File: src/rtl/hmb_cfg.svh
/*
 holds the offsets, field positions and reset values of the
 miscellaneous and buffer status register bank.
 assumes it is included by its bare name before the package and the module.
*/
// What this block does
// - identification word readable only, command 27
// - scratch word, write A8, read 28
// - key F6 resets all registers, not memory
// - soft reset port is write only, A9
// - buffer status read 2C, write AC
// - bit 10 shows active descriptor half
// - bit 9 set when list b read
// - bit 8 set when list a read
// - bits 6,5 show slave host access
// - rising write bit 4 clears selector if async idle
// - bit 3 async list processing, writable
// - bit 2 interrupt list processing, writable
// - bits 1,0 iso lists processing, writable
`ifndef HMB_CFG_SVH
`define HMB_CFG_SVH

// ****************************************************************
// command codes, used as word index; byte address is four times it
// ****************************************************************
`define HMB_CMD_ID_RD      8'h27
`define HMB_CMD_SCR_RD     8'h28
`define HMB_CMD_SCR_WR     8'ha8
`define HMB_CMD_SRST_WR    8'ha9
`define HMB_CMD_STAT_RD    8'h2c
`define HMB_CMD_STAT_WR    8'hac
`define HMB_CMD_IRQ_ST     8'h60
`define HMB_CMD_IRQ_MSK    8'h61

// ****************************************************************
// values
// ****************************************************************
`define HMB_RESET_KEY      16'h00f6
`define HMB_SCR_RESET      16'h0000
`define HMB_ID_DEFAULT     16'h5a01
`define HMB_STAT_WR_MASK   16'h001f
`define HMB_ZERO16         16'h0000
`define HMB_ZERO32         32'h0000_0000
`define HMB_IRQ_BITS       4
`define HMB_BUS_ACK_BIT    1

// ****************************************************************
// buffer status fields
// ****************************************************************
`define HMB_B_HALF         10
`define HMB_B_BDONE        9
`define HMB_B_ADONE        8
`define HMB_B_BACC         6
`define HMB_B_AACC         5
`define HMB_B_CLRSEL       4
`define HMB_B_ASYNC        3
`define HMB_B_INTERRUPT_TRANSFER_LIST         2
`define HMB_B_BPROC        1
`define HMB_B_APROC        0

`endif

File: src/rtl/hmb_pkg.sv
/*
 types of the register bank: the wishbone request bundle, the event bundle, the bus state and the state.
 assumes hmb_cfg.svh is on the include path.
*/
`include "hmb_cfg.svh"
package hmb_pkg;

    typedef struct packed {
        logic cyc;
        logic stb;
        logic we;
        logic [3:0] sel;
        logic [9:0] adr;
        logic [31:0] dat;
    } hmb_wb_req_type;

    typedef struct packed {
        logic [1:0] done;
        logic [1:0] acc;
        logic half_toggle;
        logic half_clear;
    } hmb_evt_type;

    typedef enum logic [1:0] {
        HMB_IDLE = 2'b01,
        HMB_ACK = 2'b10
    } hmb_bus_state_type;

    typedef struct packed {
        hmb_bus_state_type bus;
        logic [31:0] rdat;
        logic [15:0] scratch;
        logic half;
        logic [1:0] done;
        logic [1:0] acc;
        logic clr_last;
        logic [3:0] proc_bits;
        logic [3:0] irq_st;
        logic [3:0] irq_msk;
        logic irq;
        logic srst;
    } hmb_state_type;

endpackage

File: src/rtl/hmb_regs.sv
/*
 miscellaneous and buffer status registers of the host controller, reached
 over a classic wishbone slave with 32-bit data; each command code is a word
 index. assumes the transfer engines drive the event inputs on i_clk.
*/
`timescale 1ns/1ps
`default_nettype none
`include "hmb_cfg.svh"
module hmb_regs
(
    input wire logic i_clk,
    input wire logic i_rst,
    input wire hmb_pkg::hmb_wb_req_type i_wb,
    input wire hmb_pkg::hmb_evt_type i_evt,
    output logic [31:0] o_wb_dat,
    output logic o_wb_ack,
    output logic o_irq,
    output logic o_soft_reset,
    output logic [3:0] o_list_processing
);
    import hmb_pkg::*;

    // ****************************************************************
    // helpers
    // ****************************************************************
    localparam logic [15:0] ID_WORD = `HMB_ID_DEFAULT; // arbitrary value

    function automatic logic [15:0] merge16(input logic [15:0] old,
                                            input logic [31:0] d,
                                            input logic [3:0] sel);
        logic [15:0] r;
        r = old;
        if (sel[0])
        begin
            r[7:0] = d[7:0];
        end
        if (sel[1])
        begin
            r[15:8] = d[15:8];
        end
        return r;
    endfunction

    function automatic logic is_cmd(input logic [9:0] adr, input logic [7:0] cmd);
        return adr == {2'b00, cmd};
    endfunction

    hmb_state_type st_r;
    hmb_state_type st_nxt;
    logic [15:0] status_word;
    logic req;
    logic wr;

    // ****************************************************************
    // status word
    // ****************************************************************
    always_comb
    begin
        status_word = `HMB_ZERO16;
        status_word[`HMB_B_HALF] = st_r.half;
        status_word[`HMB_B_BDONE] = st_r.done[1];
        status_word[`HMB_B_ADONE] = st_r.done[0];
        status_word[`HMB_B_BACC] = st_r.acc[1];
        status_word[`HMB_B_AACC] = st_r.acc[0];
        status_word[`HMB_B_CLRSEL] = st_r.clr_last;
        status_word[`HMB_B_ASYNC:`HMB_B_APROC] = st_r.proc_bits;
    end

    // ****************************************************************
    // next state
    // ****************************************************************
    always_comb
    begin
        logic [15:0] wv;
        logic [3:0] ev;
        wv = `HMB_ZERO16;
        ev = 4'h0;
        st_nxt = st_r;
        req = i_wb.cyc && i_wb.stb && (st_r.bus == HMB_IDLE);
        wr = req && i_wb.we;
        st_nxt.srst = 1'b0;
        // engine events: done flags set by hardware, reading stays sticky
        st_nxt.acc = i_evt.acc;
        st_nxt.done = st_r.done | i_evt.done;
        if (i_evt.half_toggle)
        begin
            st_nxt.half = ~st_r.half;
        end
        if (i_evt.half_clear)
        begin
            st_nxt.done = st_r.done & ~i_evt.done | i_evt.done;
        end
        case (st_r.bus)
            HMB_IDLE:
            begin
                if (req)
                begin
                    st_nxt.bus = HMB_ACK;
                    st_nxt.rdat = `HMB_ZERO32;
                    if (!i_wb.we)
                    begin
                        if (is_cmd(i_wb.adr, `HMB_CMD_ID_RD))
                        begin
                            st_nxt.rdat[15:0] = ID_WORD;
                        end
                        if (is_cmd(i_wb.adr, `HMB_CMD_SCR_RD))
                        begin
                            st_nxt.rdat[15:0] = st_r.scratch;
                        end
                        if (is_cmd(i_wb.adr, `HMB_CMD_STAT_RD))
                        begin
                            st_nxt.rdat[15:0] = status_word;
                        end
                        if (is_cmd(i_wb.adr, `HMB_CMD_IRQ_ST))
                        begin
                            st_nxt.rdat[3:0] = st_r.irq_st;
                        end
                        if (is_cmd(i_wb.adr, `HMB_CMD_IRQ_MSK))
                        begin
                            st_nxt.rdat[3:0] = st_r.irq_msk;
                        end
                    end
                end
            end
            HMB_ACK:
            begin
                st_nxt.bus = HMB_IDLE;
            end
            default:
            begin
                st_nxt.bus = HMB_IDLE;
            end
        endcase
        if (wr && is_cmd(i_wb.adr, `HMB_CMD_SCR_WR))
        begin
            st_nxt.scratch = merge16(st_r.scratch, i_wb.dat, i_wb.sel);
        end
        if (wr && is_cmd(i_wb.adr, `HMB_CMD_STAT_WR))
        begin
            wv = merge16(status_word & `HMB_STAT_WR_MASK, i_wb.dat, i_wb.sel)
                 & `HMB_STAT_WR_MASK;
            st_nxt.proc_bits = wv[`HMB_B_ASYNC:`HMB_B_APROC];
            st_nxt.clr_last = wv[`HMB_B_CLRSEL];
            // a fresh rising write wins over a toggle in the same cycle
            if (wv[`HMB_B_CLRSEL] && !st_r.clr_last && !st_r.proc_bits[`HMB_B_ASYNC])
            begin
                st_nxt.half = 1'b0;
            end
        end
        // interrupt events: done rising edges of each list, access start
        ev[1:0] = i_evt.done & ~st_r.done;
        ev[3:2] = i_evt.acc & ~st_r.acc;
        st_nxt.irq_st = st_r.irq_st;
        if (wr && is_cmd(i_wb.adr, `HMB_CMD_IRQ_ST) && i_wb.sel[0])
        begin
            st_nxt.irq_st = st_r.irq_st & ~i_wb.dat[3:0];
        end
        st_nxt.irq_st = st_nxt.irq_st | ev;
        if (wr && is_cmd(i_wb.adr, `HMB_CMD_IRQ_MSK) && i_wb.sel[0])
        begin
            st_nxt.irq_msk = i_wb.dat[3:0];
        end
        st_nxt.irq = |(st_nxt.irq_st & st_nxt.irq_msk);
        // the key only counts on a full low half; other values are ignored
        if (wr && is_cmd(i_wb.adr, `HMB_CMD_SRST_WR) && (&i_wb.sel[1:0])
            && (i_wb.dat[15:0] == `HMB_RESET_KEY))
        begin
            st_nxt.srst = 1'b1;
        end
    end

    // ****************************************************************
    // registers; soft reset keeps the bus answer alive so ack still comes
    // ****************************************************************
    always_ff @(posedge i_clk)
    begin
        if (i_rst)
        begin
            st_r <= '0;
            st_r.bus <= HMB_IDLE;
            st_r.scratch <= `HMB_SCR_RESET;
        end
        else if (st_r.srst)
        begin
            st_r <= '0;
            st_r.bus <= st_nxt.bus;
            st_r.rdat <= st_nxt.rdat;
        end
        else
        begin
            st_r <= st_nxt;
        end
    end

    assign o_wb_dat = st_r.rdat;
    // one-hot state: the answer bit is itself a flip-flop, no decode behind the pin
    assign o_wb_ack = st_r.bus[`HMB_BUS_ACK_BIT];
    assign o_irq = st_r.irq;
    assign o_soft_reset = st_r.srst;
    assign o_list_processing = st_r.proc_bits;

endmodule
`default_nettype wire

File: config.mk
export PLATFORM = sky130hd
export DESIGN_NAME = hmb_regs
export DESIGN_NICKNAME = d
export VERILOG_FILES = /design/src/rtl/hmb_pkg.sv /design/src/rtl/hmb_regs.sv
export VERILOG_INCLUDE_DIRS = /design/src /design/src/rtl
export SDC_FILE = /design/constraint.sdc
export NUM_CORES = 1
export LEC_CHECK = 0
export BUFFER_PORTS_ARGS = -buffer_cell sky130_fd_sc_hd__buf_2
export CAP_MARGIN = 20
export CORE_AREA = 2 2 90 92
export DETAILED_ROUTE_END_ITERATION = 8
export DIE_AREA = 0 0 92 94
export PLACE_DENSITY = 0.6
export SKIP_CTS_REPAIR_TIMING = 1
export SLEW_MARGIN = 25
export SYNTH_ARGS = -nofsm -noshare
export SYNTH_HDL_FRONTEND = slang
export SYNTH_SLANG_ARGS = --single-unit
File: constraint.sdc
create_clock -name i_clk -period 2.41 [get_ports i_clk]
set_input_delay 0.241 -clock i_clk [delete_from_list [all_inputs] [get_ports i_clk]]
set_output_delay 0.241 -clock i_clk [all_outputs]
set_load 0.01 [all_outputs]
Word level (Yosys, flattened, before mapping)
Index checks and enable logic that the tools add are counted.
{ "word_totals": {"inputBits": 57, "elab_cells": 77, "register_bits": 70, "out_inout_bits": 39} }
{ "op_classes": {"n_mux": 18, "n_eq_ne": 11, "reduce_logical": 22, "n_bitwise": 13} }
{ "ops": {"columns": ["operator", "n"], "rows": [
  ["$mux 16", 3],
  ["$mux 34", 1],
  ["$mux 32", 1],
  ["$eq 10x6->1 const B", 3],
  ["$eq 10x8->1 const B", 3],
  ["$eq 10x7->1 const B", 2],
  ["$eq 16x8->1 const B", 1],
  ["$mux 4", 4],
  ["$mux 15", 1],
  ["$logic_and 1x1->1", 14],
  ["$mux 5", 2],
  ["$and 4x4->4", 2],
  ["$reduce_and 2->1", 4],
  ["$and 2x2->2", 3],
  ["$not 2->2", 3],
  ["$mux 1", 4],
  ["$mux 2", 2],
  ["$not 4->4", 1],
  ["$or 2x2->2", 2],
  ["$or 4x4->4", 1],
  ["$reduce_or 4->1", 1],
  ["$eq 2x1->1 const B", 1],
  ["$logic_not 1->1", 2],
  ["$ne 2x2->1 const B", 1],
  ["other kinds (2)", 2]
]} }

Logic depth before layout (Yosys ltp)
{ "depth": {"word_depth": 9, "mapped_depth": 7, "depth_no_buf": 6} }

Worst setup path before layout
Ideal clock, no wire load.
{ "synth_timing": {"path_type": "input to register", "from": "input i_wb[34] (netlist bit)", "to": "register st_r, in the netlist o_irq", "slack_ns": 0.276, "cell_stages": 7, "setup_time_ns": 0.137, "arrival_ns": 1.997, "path_cell_list": "buf_6 > or4b_4 > or4b_4 > buf_6 > o32a_1 > o211ai_1 > a41oi_2"} }
{ "synth_between": {"elab_chain_len": 7, "elab_cells_between_ends": 11} }
{ "synth_lines": {"columns": ["element", "line", "rtl"], "rows": [
  ["from (decl)", "hmb_regs.sv:13", "input wire hmb_pkg::hmb_wb_req_type i_wb,"],
  ["$eq 10x7->1", "hmb_regs.sv:45", "return adr == {2'b00, cmd};"],
  ["$logic_and 1x1->1 (2 in a row)", "hmb_regs.sv:154", "if (wr && is_cmd(i_wb.adr, `HMB_CMD_IRQ_ST) && i_wb.sel[0])"],
  ["$mux 4", "hmb_regs.sv:154", null],
  ["$or 4x4->4", "hmb_regs.sv:158", "st_nxt.irq_st = st_nxt.irq_st | ev;"],
  ["$and 4x4->4 *", "hmb_regs.sv:163", "st_nxt.irq = |(st_nxt.irq_st & st_nxt.irq_msk);"],
  ["$reduce_or 4->1 *", "hmb_regs.sv:163", null],
  ["to (signal assigned)", "hmb_regs.sv:191", "st_r <= st_nxt;"],
  ["to (decl)", "hmb_regs.sv:48", "hmb_state_type st_r;"]
]} }
Mark *: on every way between the ends. The rest lies on a longest branch, timed or not.
A chain may end at the register's enable or synchronous reset.

Worst setup path in the final report
{ "layout_timing": {"from": "input i_wb[36] (netlist bit)", "to": "register st_r, in the netlist o_irq"} }
The elaborated chain is that of the path after synthesis.

==> metrics.sh <==
LAUNCHING_INSTANCE_OR_PORT_OF_THE_CRITICAL_PATH='i_wb[36]'
GRT_ANTENNA_BEFORE_REPAIR=0
CRIT_REQUIRED_NS=2.58
SYNTH.FF_LATCH_COUNT=54
SYNTH_CELLS=296
CORE_REGION_AREA_SQ_UM=7610
FP.DIEAREA_SQ_UM=8650
DRIVE_ABOVE_1_SHARE=0.258
CRITICALPATHCATEGORY='primary input to register'
SYNTHARSTFLOPSHARE=0
GLOBAL_ROUTE.OVERFLOW_TOTAL=0
TIMING.CRITICAL_PATH.TO='o_irq'
IOPINCOUNT=96
WORST_PIN_SLEW_NS=0.777
NUMPORTBUFFERS=60
CLOCKBUFFERDEPTH=2
AVGROUTEDWIREPERCELL_UM=14.9
AREA_GROWTH_SYN_TO_LAYOUT_PCT=12.4
WORSTPATHARRIVAL_NS=2.17
POWER.IR.VDD_WORST_mV=0.198
MAX_STAGE_DELAY_NS=0.64
TIMING.CRITICAL_PATH.CELLS='buf_2 > or4b_1 > or4b_4 > o32a_2 > o211ai_1 > a41oi_2'
HP-CLASS='primary input to register'
FINAL-HOLD-VIOLATION-COUNT=0
SYNTH_TOP_FLOP_CELL='sky130_fd_sc_hd__dfxtp_1'
WORST_SETUP_HOLD_PATH_CLK_SLEW_NS=0.09
CRITICAL_PATH.TOP_DELAY_FAMILY='simple AND/OR/NAND/NOR gates'
FIN_SETUP_TNS_NS=0
WORST_SETUP_PATH_START_KIND='primary input'
CRITICAL_PATH_BUF_INV_COUNT=1
YOSYSSEQAREASHARE=0.410
DIE_HEIGHT_UM=94
FINAL_NUMBER_OF_MAX_TRANSITION_VIOLATIONS=0
FINALWORSTPATHREQUIREDPERIOD_NS=2.00
FINAL_NETS=397
ROUTED_VIA_DENSITY=5.01
LEAKAGEPOWER_uW=0.00135
DRC=0
WORST-PATH-STAGES=6
ACHIEVABLE_CLOCK_FREQUENCY_MHz=501
TIMING.REG2REG.SETUP_SLACK_NS=0.42
WORSTSETUPENDPOINTTYPE='register'
CRITICAL_PATH.REG2REG.STARTPOINT='o_wb_ack'
ROUTED_WL_MM=6.60
TRITONCTS_NUM_SINKS=54
CP_SLOWEST_CELL='sky130_fd_sc_hd__or4b_4'
CTS.ROOT.BUFFER_CELL='sky130_fd_sc_hd__clkbuf_8'
CLKLATENCYLATEPIN_NS=0.30
FIN_SKEW_NS=0.00496
CTS-BUFFERS-INSERTED=5
MAX_CAP_VIOL_COUNT=0
OUTCOME='complete, no violations'
YOSYSUNIQUECELLTYPES=44
NUMBER_OF_LEVELS_THE_H_TREE_WAS_SPLIT_INTO=2
GRT_PASS1_VIAS=2150
TIMING.RR.END='st_r[31]'
P_PER_AREA_nW_PER_UM2=533
GRT_START_MAX_NET_PINS=30
DRT-PASS1-ITER-COUNT=5
NUM_ROWS=32
FLOORPLAN.INITIALDENSITY=0.347
TRITONCTS='yes'
ROUTABILITY_CONGESTION_ESTIMATE_FROM_GLOBAL_PLACEMENT=0.829
R2R.WORST_PATH.CELLS=4
DETAILROUTE.VIA_COUNT=2219
CHIPWIDTH_UM=92
ANTENNA_CELLS=0
SETUP_VIOL_COUNT_FINAL=0
MAX-SLEW-MARGIN-REL=0.469
WORST-PATH-MAX-FANOUT=12
GLOBAL_ROUTE_WIRE_LENGTH_BEFORE_REPAIR_MM=10.7
GLOBALROUTETOTALUTIL=0.158
SYNTH_AREA_PER_CELL_SQ_UM=8.91
SYNTHESIS.AREA_SQ_UM=2640
DETAILEDROUTE.FIRSTITERATIONVIOLATIONS=135
COUNT_OF_FLIP_FLOPS_WITH_A_BUILT_IN_ENABLE_AFTER_SYNTHESIS=0
RSZ0062_AT_GRT='no'
YS_WARN_COUNT=0
FINALCRITPERIODSHARE=0.829
DP.FINAL_HPWL_MM=5.12
ANT_NETS=0
TOTAL_POWER_uW=1580
-- cell usage after synthesis (3+ instances only) --
| cell type | instances | area share |
|---|---|---|
| sky130_fd_sc_hd__nor2_1 | 57 | 0.081 |
| sky130_fd_sc_hd__dfxtp_1 | 54 | 0.41 |
| sky130_fd_sc_hd__buf_4 | 36 | 0.10 |
| sky130_fd_sc_hd__mux2i_1 | 24 | 0.091 |
| sky130_fd_sc_hd__clkbuf_1 | 12 | 0.017 |
| sky130_fd_sc_hd__nand2_1 | 12 | 0.017 |
| sky130_fd_sc_hd__o21ai_0 | 12 | 0.023 |
| sky130_fd_sc_hd__nor3_1 | 8 | 0.015 |
| sky130_fd_sc_hd__a21oi_1 | 5 | 0.0095 |
| sky130_fd_sc_hd__a222oi_1 | 5 | 0.019 |
| sky130_fd_sc_hd__inv_1 | 5 | 0.0071 |
| sky130_fd_sc_hd__nand3b_1 | 5 | 0.014 |
| sky130_fd_sc_hd__o211ai_1 | 5 | 0.014 |
| sky130_fd_sc_hd__a211oi_1 | 4 | 0.011 |
| sky130_fd_sc_hd__nor2b_1 | 4 | 0.0095 |
| sky130_fd_sc_hd__a22oi_1 | 3 | 0.0085 |
| sky130_fd_sc_hd__nand4_1 | 3 | 0.0071 |
| sky130_fd_sc_hd__nor4_1 | 3 | 0.0071 |
| sky130_fd_sc_hd__nor4b_1 | 3 | 0.010 |
| sky130_fd_sc_hd__o211a_1 | 3 | 0.011 |
-- cell usage in the layout (no fill, tap or decap), types with 4 or more instances in the layout --
cell type | Yosys | layout
sky130_fd_sc_hd__a211oi_1 | 4 | 4
sky130_fd_sc_hd__a21oi_1 | 5 | 5
sky130_fd_sc_hd__a222oi_1 | 5 | 5
sky130_fd_sc_hd__buf_2 | 0 | 60
sky130_fd_sc_hd__buf_4 | 36 | 12
sky130_fd_sc_hd__clkbuf_8 | 0 | 6
sky130_fd_sc_hd__conb_1 | 1 | 16
sky130_fd_sc_hd__dfxtp_1 | 54 | 54
sky130_fd_sc_hd__inv_1 | 5 | 5
sky130_fd_sc_hd__mux2i_1 | 24 | 24
sky130_fd_sc_hd__nand2_1 | 12 | 12
sky130_fd_sc_hd__nand3b_1 | 5 | 5
sky130_fd_sc_hd__nor2_1 | 57 | 57
sky130_fd_sc_hd__nor2b_1 | 4 | 4
sky130_fd_sc_hd__nor3_1 | 8 | 8
sky130_fd_sc_hd__o211ai_1 | 5 | 5
sky130_fd_sc_hd__o21ai_0 | 12 | 12
-- worst min path at each step --
stage,endpoint,cells past startpoint,from
3_3_place_gp,st_r[19],2,i_evt[1]
6_report,st_r[19],2,i_evt[1]
5_1_grt,st_r[19],2,i_evt[1]
2_1_floorplan,st_r[19],1,i_evt[1]
3_5_place_dp,st_r[19],2,i_evt[1]
4_1_cts,st_r[19],2,i_evt[1]
-- worst reg2reg max path: cells and delay by family, from the launching register on --
| family | cells | cell delay (ns) |
|---|---|---|
| AND/OR/NAND/NOR | 3 | 1.32 |
| flip-flops | 1 | 0.33 |
| multiplexers | 1 | 0.24 |
-- area by class of cell --
class                      instances  area [sq um]
inverter                           5          18.8
clock buffer                       7          86.3
tap                              102           128
fill                             822          4640
sequential                        54          1080
timing repair buffer              72           390
multi-input combinational        202          1260
clock inverter                     1          5.00
-- layer usage --
layer / vias up / GRT usage / wire length (um)
met4: 0 / 0.0634 / 92
met2: 94 / 0.251 / 3100
met1: 1029 / 0.214 / 3040
met5: - / 0 / 0
met3: 7 / 0.0297 / 365
li1: 1089 / - / -
-- where the power goes --
group / switching (uW) / total [uW] / internal, uW
sequential: 9.91 / 914 / 904
clock: 290 / 523 / 233
combinational: 87.5 / 145 / 57.8
-- sequential cells by signal (all words and copies together) (netlist names) --
register,count
o_wb_dat,16
st_r,31
o_wb_ack,1
o_list_processing,4
o_soft_reset,1
o_irq,1
-- through the flow --
step                setup WS (ns)  area, sq um   util  hold WS [ns]  std cells
floorplan                   0.276         2700      -         0.339        311
global placement            0.100         2880  0.378         0.440        435
detailed placement          0.112         2880  0.378         0.442        435
CTS                         0.406         2970  0.390         0.114        443
global route                0.208         2970  0.390         0.114        443
finish                      0.413         2970  0.390         0.122        443
-- kinds of logic (layout without fill, tap and decap cells) --
logic type	count (synthesis)	after routing	synth area share
simple gates	117	117	0.234
buf+inv	55	85	0.135
flops	54	54	0.410
compound gates	45	45	0.129
mux	24	24	0.0910
other cells	1	16	0.00142
Note: power is estimated with default switching activity, not from simulation.
